$ cat config.mk
export PLATFORM = sky130hd
export DESIGN_NAME = sri2c_target
export DESIGN_NICKNAME = d
export VERILOG_FILES = /design/src/pkg/sri2c_pkg.sv /design/src/verilog/sri2c_fifo.sv /design/src/verilog/sri2c_regfile.sv /design/src/verilog/sri2c_target.sv
export SDC_FILE = /design/constraint.sdc
export NUM_CORES = 1
export LEC_CHECK = 0
export BUFFER_PORTS_ARGS = -buffer_cell sky130_fd_sc_hd__buf_4
export CAP_MARGIN = 20
export CORE_MARGIN = 4
export CORE_UTILIZATION = 35
export DETAILED_ROUTE_END_ITERATION = 10
export PLACE_DENSITY = 0.56
export SYNTH_ARGS = -nofsm -noshare
export SYNTH_HDL_FRONTEND = slang
export SYNTH_SLANG_ARGS = --single-unit
$ cat constraint.sdc
create_clock -name core_clk -period 5.71 [get_ports core_clk]
set_input_delay 1.142 -clock core_clk [delete_from_list [all_inputs] [get_ports core_clk]]
set_output_delay 1.142 -clock core_clk [all_outputs]
set_load 0.05 [all_outputs]
$ cat src/pkg/sri2c_pkg.sv
package sri2c_pkg;

    // target address and high-speed master code pattern
    localparam logic [6:0] TARGET_ADDR   = 7'h48;
    localparam logic [4:0] HS_CODE_UPPER = 5'h01;

    // register offsets
    localparam logic [7:0] OFS_GLOBAL_CONFIG = 8'h09;
    localparam logic [7:0] OFS_INT_FLAGS     = 8'h10;
    localparam logic [7:0] OFS_INT_MASK      = 8'h11;
    localparam logic [7:0] OFS_OUT1_VOLT     = 8'h29;
    localparam logic [7:0] OFS_OUT1_LIMIT    = 8'h2a;
    localparam logic [7:0] OFS_OUT2_VOLT     = 8'h2b;
    localparam logic [7:0] OFS_OUT2_LIMIT    = 8'h2c;
    localparam logic [7:0] OFS_OUT3_VOLT     = 8'h2d;
    localparam logic [7:0] OFS_OUT3_LIMIT    = 8'h2e;

    // reset values
    localparam logic [7:0] RST_GLOBAL_CONFIG = 8'h18;
    localparam logic [7:0] RST_INT_FLAGS     = 8'h00;
    localparam logic [7:0] RST_INT_MASK      = 8'h00;
    localparam logic [7:0] RST_OUT_VOLT      = 8'h10;
    localparam logic [7:0] RST_OUT_LIMIT     = 8'hc6;

    // writable bit masks; unused bits read zero
    localparam logic [7:0] WMASK_GLOBAL_CONFIG = 8'h3f;
    localparam logic [7:0] WMASK_INT           = 8'hbf;
    localparam logic [7:0] WMASK_FULL          = 8'hff;

    // global_config field positions
    localparam int AUTO_RESTART_BIT  = 5;
    localparam int DRIVE_SEL_HI      = 4;
    localparam int DRIVE_SEL_LO      = 3;
    localparam int IDLE_SEL_HI       = 2;
    localparam int IDLE_SEL_LO       = 1;
    localparam int BIAS_OFF_BIT      = 0;

    localparam int NUM_REGS   = 9;
    localparam int FIFO_DEPTH = 8;

    // one register write handed from the link side to the register file
    typedef struct packed {
        logic [7:0] addr;
        logic [7:0] data;
    } sri2c_wr_t;

    // decoded global configuration outputs
    typedef struct packed {
        logic       autoRestart;
        logic [1:0] driveStrength;
        logic [1:0] maxIdleTime;
        logic       biasOff;
    } sri2c_gcfg_t;

endpackage

$ cat src/verilog/sri2c_fifo.sv
`timescale 1ns/1ps
module sri2c_fifo #(
    parameter int WIDTH = 16,
    parameter int DEPTH = 8
) (
    // clock and reset
    input  wire logic             core_clk,
    input  wire logic             sys_rst,
    // fill side
    input  wire logic             inValid,
    output logic                  inReady,
    input  wire logic [WIDTH-1:0] inData,
    // drain side
    output logic                  outValid,
    input  wire logic             outReady,
    output logic [WIDTH-1:0]      outData
);
    localparam int AW = $clog2(DEPTH);

    logic [WIDTH-1:0] mem [DEPTH];
    logic [AW:0]      wrPtr;
    logic [AW:0]      rdPtr;
    logic             doWrite;
    logic             doRead;

    // full when pointers differ only in the wrap bit
    assign inReady  = !((wrPtr[AW] != rdPtr[AW]) &&
                        (wrPtr[AW-1:0] == rdPtr[AW-1:0]));
    assign outValid = (wrPtr != rdPtr);
    assign outData  = mem[rdPtr[AW-1:0]];
    assign doWrite  = inValid && inReady;
    assign doRead   = outValid && outReady;

    // storage has no reset, contents are don't-care while empty
    always_ff @(posedge core_clk) begin
        if (doWrite) begin
            mem[wrPtr[AW-1:0]] <= inData;
        end
    end

    // pointers
    always_ff @(posedge core_clk) begin
        if (sys_rst) begin
            wrPtr <= '0;
            rdPtr <= '0;
        end else begin
            if (doWrite) begin
                wrPtr <= wrPtr + 1'b1;
            end
            if (doRead) begin
                rdPtr <= rdPtr + 1'b1;
            end
        end
    end
endmodule

$ cat src/verilog/sri2c_regfile.sv
`timescale 1ns/1ps
module sri2c_regfile (
    // clock and reset
    input  wire logic                  core_clk,
    input  wire logic                  sys_rst,
    // write stream from the fifo
    input  wire logic                  wrValid,
    output logic                       wrReady,
    input  wire sri2c_pkg::sri2c_wr_t  wrReq,
    // combinational read port
    input  wire logic [7:0]            rdAddr,
    output logic [7:0]                 rdData,
    // configuration state
    output logic [7:0]                 globalConfig
);
    logic [7:0] regs  [sri2c_pkg::NUM_REGS];
    logic [7:0] offs  [sri2c_pkg::NUM_REGS];
    logic [7:0] rsts  [sri2c_pkg::NUM_REGS];
    logic [7:0] masks [sri2c_pkg::NUM_REGS];

    // tables: offset, reset value and writable bits per register
    assign offs  = '{sri2c_pkg::OFS_GLOBAL_CONFIG, sri2c_pkg::OFS_INT_FLAGS,
                     sri2c_pkg::OFS_INT_MASK, sri2c_pkg::OFS_OUT1_VOLT,
                     sri2c_pkg::OFS_OUT1_LIMIT, sri2c_pkg::OFS_OUT2_VOLT,
                     sri2c_pkg::OFS_OUT2_LIMIT, sri2c_pkg::OFS_OUT3_VOLT,
                     sri2c_pkg::OFS_OUT3_LIMIT};
    assign rsts  = '{sri2c_pkg::RST_GLOBAL_CONFIG, sri2c_pkg::RST_INT_FLAGS,
                     sri2c_pkg::RST_INT_MASK, sri2c_pkg::RST_OUT_VOLT,
                     sri2c_pkg::RST_OUT_LIMIT, sri2c_pkg::RST_OUT_VOLT,
                     sri2c_pkg::RST_OUT_LIMIT, sri2c_pkg::RST_OUT_VOLT,
                     sri2c_pkg::RST_OUT_LIMIT};
    assign masks = '{sri2c_pkg::WMASK_GLOBAL_CONFIG, sri2c_pkg::WMASK_INT,
                     sri2c_pkg::WMASK_INT, sri2c_pkg::WMASK_FULL,
                     sri2c_pkg::WMASK_FULL, sri2c_pkg::WMASK_FULL,
                     sri2c_pkg::WMASK_FULL, sri2c_pkg::WMASK_FULL,
                     sri2c_pkg::WMASK_FULL};

    // always drains, one write per cycle
    assign wrReady      = 1'b1;
    assign globalConfig = regs[0];

    // one register per entry; writes to absent offsets are dropped
    for (genvar i = 0; i < sri2c_pkg::NUM_REGS; i++) begin : g_reg
        always_ff @(posedge core_clk) begin
            if (sys_rst) begin
                regs[i] <= rsts[i];
            end else if (wrValid && wrReq.addr == offs[i]) begin
                regs[i] <= wrReq.data & masks[i];
            end
        end
    end

    // read mux, absent registers read zero
    always_comb begin
        rdData = 8'h00;
        for (int k = 0; k < sri2c_pkg::NUM_REGS; k++) begin
            if (rdAddr == offs[k]) begin
                rdData = regs[k];
            end
        end
    end
endmodule

$ cat src/verilog/sri2c_target.sv
`timescale 1ns/1ps
module sri2c_target (
    // clock and reset
    input  wire logic                   core_clk,
    input  wire logic                   sys_rst,
    // serial bus pins
    input  wire logic                   sclIn,
    output logic                        sclOut,
    output logic                        sclOe,
    input  wire logic                   sdaIn,
    output logic                        sdaOut,
    output logic                        sdaOe,
    // regulator controls and status
    output sri2c_pkg::sri2c_gcfg_t      globalCfg,
    output logic                        highSpeedFilter,
    output logic [7:0]                  regPointer
);
    typedef enum logic [6:0] {
        ST_IDLE  = 7'b0000001,
        ST_ADDR  = 7'b0000010,
        ST_ACK   = 7'b0000100,
        ST_PTR   = 7'b0001000,
        ST_WDATA = 7'b0010000,
        ST_RDATA = 7'b0100000,
        ST_MACK  = 7'b1000000
    } sri2c_state_t;

    sri2c_state_t state;
    logic [1:0]  sclSync;
    logic [1:0]  sdaSync;
    logic        sclPrev;
    logic        sdaPrev;
    logic        sclRise;
    logic        sclFall;
    logic        startSeen;
    logic        stopSeen;
    logic [7:0]  shiftReg;
    logic [3:0]  bitCount;
    logic        ackDrive;
    logic        readMode;
    logic        nextPtrPhase;
    logic [7:0]  rdData;
    logic [7:0]  cfgRaw;
    logic        fifoValid;
    logic        fifoReady;
    sri2c_pkg::sri2c_wr_t fifoIn;
    sri2c_pkg::sri2c_wr_t fifoOut;
    logic        fifoOutValid;
    logic        fifoOutReady;

    // two-stage synchronisers on the pins
    always_ff @(posedge core_clk) begin
        if (sys_rst) begin
            sclSync <= 2'h3;
            sdaSync <= 2'h3;
            sclPrev <= 1'b1;
            sdaPrev <= 1'b1;
        end else begin
            sclSync <= {sclSync[0], sclIn};
            sdaSync <= {sdaSync[0], sdaIn};
            sclPrev <= sclSync[1];
            sdaPrev <= sdaSync[1];
        end
    end

    // edge and condition detect, on the second stage only
    assign sclRise   = sclSync[1] && !sclPrev;
    assign sclFall   = !sclSync[1] && sclPrev;
    assign startSeen = sclSync[1] && sclPrev && sdaPrev && !sdaSync[1];
    assign stopSeen  = sclSync[1] && sclPrev && !sdaPrev && sdaSync[1];

    // clock line is input only
    always_ff @(posedge core_clk) begin
        sclOut <= 1'b0;
        sclOe  <= 1'b0;
    end

    // protocol state machine; bits sampled on rise, bit 8 is acknowledge
    always_ff @(posedge core_clk) begin
        if (sys_rst) begin
            state        <= ST_IDLE;
            shiftReg     <= 8'h00;
            bitCount     <= 4'h0;
            ackDrive     <= 1'b0;
            readMode     <= 1'b0;
            nextPtrPhase <= 1'b0;
        end else if (startSeen) begin
            // start or repeated start both restart address phase
            state    <= ST_ADDR;
            bitCount <= 4'h0;
            ackDrive <= 1'b0;
        end else if (stopSeen) begin
            state    <= ST_IDLE;
            ackDrive <= 1'b0;
        end else begin
            unique case (state)
                ST_IDLE: begin
                    ackDrive <= 1'b0;
                end
                ST_ADDR, ST_PTR, ST_WDATA: begin
                    if (sclRise && bitCount < 4'h8) begin
                        shiftReg <= {shiftReg[6:0], sdaSync[1]};
                        bitCount <= bitCount + 4'h1;
                    end else if (sclFall && bitCount == 4'h8) begin
                        bitCount <= 4'h0;
                        if (state == ST_ADDR) begin
                            if (shiftReg[7:1] == sri2c_pkg::TARGET_ADDR) begin
                                ackDrive <= 1'b1;
                                readMode <= shiftReg[0];
                                state    <= ST_ACK;
                                nextPtrPhase <= !shiftReg[0];
                            end else begin
                                // foreign address or master code: stay off
                                state <= ST_IDLE;
                            end
                        end else begin
                            ackDrive <= 1'b1;
                            state    <= ST_ACK;
                            nextPtrPhase <= 1'b0;
                        end
                    end
                end
                ST_ACK: begin
                    if (sclFall) begin
                        ackDrive <= 1'b0;
                        if (readMode) begin
                            state <= ST_RDATA;
                        end else if (nextPtrPhase) begin
                            state <= ST_PTR;
                        end else begin
                            state <= ST_WDATA;
                        end
                    end
                end
                ST_RDATA: begin
                    if (sclFall) begin
                        if (bitCount == 4'h7) begin
                            bitCount <= 4'h0;
                            state    <= ST_MACK;
                        end else begin
                            bitCount <= bitCount + 4'h1;
                        end
                    end
                end
                ST_MACK: begin
                    // ack sampled on rise, next byte only after the fall
                    // so the ninth clock is not counted as a data bit
                    if (sclRise && sdaSync[1]) begin
                        state <= ST_IDLE;
                    end else if (sclFall) begin
                        state <= ST_RDATA;
                    end
                end
            endcase
        end
    end

    // pointer loads from the pointer byte and steps after each written byte and each read byte the master acknowledges
    always_ff @(posedge core_clk) begin
        if (sys_rst) begin
            regPointer <= 8'h00;
        end else if (!startSeen && !stopSeen && sclFall
                     && bitCount == 4'h8) begin
            if (state == ST_PTR) begin
                regPointer <= shiftReg;
            end else if (state == ST_WDATA) begin
                regPointer <= regPointer + 8'h01;
            end
        end else if (state == ST_MACK && sclRise && !sdaSync[1]
                     && !startSeen && !stopSeen) begin
            regPointer <= regPointer + 8'h01;
        end
    end

    // data line drive: low for acknowledge, or read data bits
    always_ff @(posedge core_clk) begin
        if (sys_rst) begin
            sdaOe <= 1'b0;
        end else if (state == ST_ACK) begin
            sdaOe <= ackDrive;
        end else if (state == ST_RDATA) begin
            sdaOe <= !rdData[3'h7 - bitCount[2:0]];
        end else begin
            sdaOe <= 1'b0;
        end
    end

    // open drain: only ever pull low
    always_ff @(posedge core_clk) begin
        sdaOut <= 1'b0;
    end

    // high-speed filter mode
    always_ff @(posedge core_clk) begin
        if (sys_rst) begin
            highSpeedFilter <= 1'b0;
        end else if (stopSeen) begin
            highSpeedFilter <= 1'b0;
        end else if (!startSeen && state == ST_ADDR && sclFall
                     && bitCount == 4'h8
                     && shiftReg[7:3] == sri2c_pkg::HS_CODE_UPPER) begin
            highSpeedFilter <= 1'b1;
        end
    end

    // writes are queued, though the register file never stalls them
    assign fifoValid = !startSeen && !stopSeen && state == ST_WDATA
                       && sclFall && bitCount == 4'h8 && fifoReady;
    assign fifoIn    = '{addr: regPointer, data: shiftReg};

    sri2c_fifo #(
        .WIDTH ($bits(sri2c_pkg::sri2c_wr_t)),
        .DEPTH (sri2c_pkg::FIFO_DEPTH)
    ) u_fifo (
        .core_clk (core_clk),
        .sys_rst  (sys_rst),
        .inValid  (fifoValid),
        .inReady  (fifoReady),
        .inData   (fifoIn),
        .outValid (fifoOutValid),
        .outReady (fifoOutReady),
        .outData  (fifoOut)
    );

    sri2c_regfile u_regs (
        .core_clk     (core_clk),
        .sys_rst      (sys_rst),
        .wrValid      (fifoOutValid),
        .wrReady      (fifoOutReady),
        .wrReq        (fifoOut),
        .rdAddr       (regPointer),
        .rdData       (rdData),
        .globalConfig (cfgRaw)
    );

    // registered configuration outputs
    always_ff @(posedge core_clk) begin
        if (sys_rst) begin
            globalCfg <= '{1'b0, 2'h3, 2'h0, 1'b0};
        end else begin
            globalCfg.autoRestart   <= cfgRaw[sri2c_pkg::AUTO_RESTART_BIT];
            globalCfg.driveStrength <=
                cfgRaw[sri2c_pkg::DRIVE_SEL_HI:sri2c_pkg::DRIVE_SEL_LO];
            globalCfg.maxIdleTime   <=
                cfgRaw[sri2c_pkg::IDLE_SEL_HI:sri2c_pkg::IDLE_SEL_LO];
            globalCfg.biasOff       <= cfgRaw[sri2c_pkg::BIAS_OFF_BIT];
        end
    end
endmodule

==> summary.txt <==
status: finished clean
CTS Buf Count: 27
core box area: 30,000 sq um
Netlist cell types: 64
CTS H-tree lvls: 1
most frequent cell after synthesis: edfxtp_1
setup repair bufs after CTS: 0
Setup Crit Path Kind: register to register
first-pass iteration count of the detailed router: 5
RSZ-0062 raised after global routing: false
Congestion Overflow GR: 0
pin count of the biggest net entering global routing: 60
via count: 6,855
layout cell share with drive strength beyond 1: 17.5%
CTS tree: done
Required @ worst endpoint: 5.87 ns
Synth Instances: 817
Worst VDD drop: 0.202 mV
via-per-instance ratio: 5.44
crit path launch type: register
Final Net Count: 860
final WL: 26.0 mm
Pleak: 4.01 nW
CP delay by family, top: multiplexers
synthesized area: 10,700 sq um
Worst Hold Class: register to register
Root Buffer: clkbuf_16
maximum clock rate: 265 MHz
antenna violations before repair: 0
setup TNS after final layout: 0 ns
Pins Over Slew Limit: 0
cell taking the most area after synthesis: edfxtp_1
Setup WS post-layout: 1.93 ns
Initial Utilization: 35.8%
setup slack, reg-to-reg: 1.93 ns
DRT antenna net count: 0
Worst Skew: 0.00849 ns
Post-Route Utilization: 41.2%
total power: 3.89 mW
Seq/Total Area, Yosys: 65.1%
PwrDens: 315 nW/um^2
Post-synth EDFFs: 196
Synth async-reset ratio: 0%
GPL Wtd Cong: 0.874
ys flop type: edfxtp_1
Post-Place Worst Slack: 1.85 ns
DR iter-0 viols: 533
Detail Placement HPWL: 16.9 mm
synthesized flop and latch total: 251
Final period util: 66.2%
Max clock buf depth: 3
GRT Overall Usage: 15.4%
WL per Instance: 20.6 um
Port Buffer Count: 19
# IOs: 23
number of diodes: 0
Critical-path top delay cell: o21ai_0
Area growth, synth to finish: 14.9%
number of global-route vias before repair: 6,650
Die Y: 183 um
first-pass GRT wire length: 40.2 mm
CP max FO: 20
Clock transition at path regs: 0.06 ns
critical path's largest stage delay: 0.84 ns
placed inst area: 11,400 sq um
final hold viol count: 0
Final min period: 3.78 ns
Post-Syn Area per Cell: 13.1 sq um
DRC viols: 0
Hold Buf Count CTS: 0
Die Area: 33,500 sq um
Die Span X: 183 um
YS warnings: 0
Hold Startpoint: sdaSync[0]$_SDFF_PP1_
crit end category: register
Clock Latency Late Sink: 0.54 ns
Commonest cells post-synth: 196 x edfxtp_1, 102 x nor2_1, 57 x nand2_1
worst path cell trace: buf_4 > mux4_2 > mux2_2 > nand2b_4 > or3_1 > o21ai_0
crit path buf inv count: 1
Slew @ Worst Pin: 1.06 ns
num rows: 63
CTS resizes: 0
Final Cell Area: 12,300 sq um
crit path DAT: 3.94 ns
Final setup viols: 0
MaxCap Viol Count: 0
share of the synthesized area in the top cell type: 54.8%
Synth area leaders: edfxtp_1 55%, dfxtp_1 10%, mux4_2 6.1%
relative slew slack: 28.8%
total clock sinks: 251
## flip-flops by register name, indices dropped and copies added (netlist names), 4 cells and up, named ones only
signal and cells:
globalCfg 6, state 7, u_fifo.mem 128, shiftReg 8, bitCount 4, regPointer 8
u_fifo.rdPtr 4, u_fifo.wrPtr 4, u_regs.regs 68
## metrics by stage
step / hold slack (ns) / cells
after floorplan: 0.389 / 819
after global placement: 0.399 / 1202
after detailed placement: 0.397 / 1203
after CTS: 0.411 / 1253
after global routing: 0.427 / 1260
final: 0.408 / 1260
## routing by layer
layer,up-vias,track usage [%],wire length [um]
met3,36,2.44,1400
met2,205,25.5,12500
met5,-,0,0
met4,0,4.23,590
met1,3446,21.3,11500
li1,3168,-,-
## cell usage in the layout, fill, tap and decap left out, types with 6 or more instances in the layout
cell type  netlist  final
edfxtp_1       196    196
nor2_1         102     99
nand2_1         57     57
dfxtp_1         55     54
buf_4            5     37
a21oi_1         32     32
o21ai_0         32     32
mux4_2          29     29
clkbuf_16        0     27
mux2i_1         28     24
nor3_1          21     19
nand3_1         18     18
nand4_1         15     15
nor2b_1         13     13
nand2b_1        13     13
or2_2           11     11
nor4_1          12     11
inv_1           10     10
or3_1           10     10
and3_1           8      8
o22ai_1          8      8
o211ai_1         7      7
ha_1             7      7
xor2_1           6      6
nor3b_1          6      6
## kinds of logic (layout without fill, tap and decap cells)
kind of cell             Yosys count  after routing  synth area share (%)
buffers and inverters             55            106                  2.15
other                              1              3                0.0349
flip-flops                       251            251                  65.1
AND/OR/NAND/NOR                  308            308                  14.5
adder cells (fa/ha/maj)            7              7                 0.816
XOR/XNOR                          11             11                 0.898
multiplexers                      62             62                  9.22
AO/OA/AOI/OAI                    122            122                  7.30
## final cells by class
type,instances,area [sq um]
inverter,11,41.3
clock inverter,14,146
tap,390,488
sequential,251,6990
clock buffer,36,754
multi-input combinational,513,3560
fill,2804,17600
timing repair buffer,45,348
## final timing paths
kind,depth (start not counted),end
min,1,sdaSync[1]$_SDFF_PP1_
max reg2reg,6,u_regs.regs[4][5]$_SDFFCE_PN0P_
min reg2reg,1,sdaSync[1]$_SDFF_PP1_
max,6,u_regs.regs[4][5]$_SDFFCE_PN0P_
## power breakdown
group	internal (mW)	switching (mW)
Combinational	0.0633	0.0958
Sequential	1.97	0.0188
Clock	1.03	0.716
Total	3.06	0.831
Note: power is estimated with default switching activity, not from simulation.
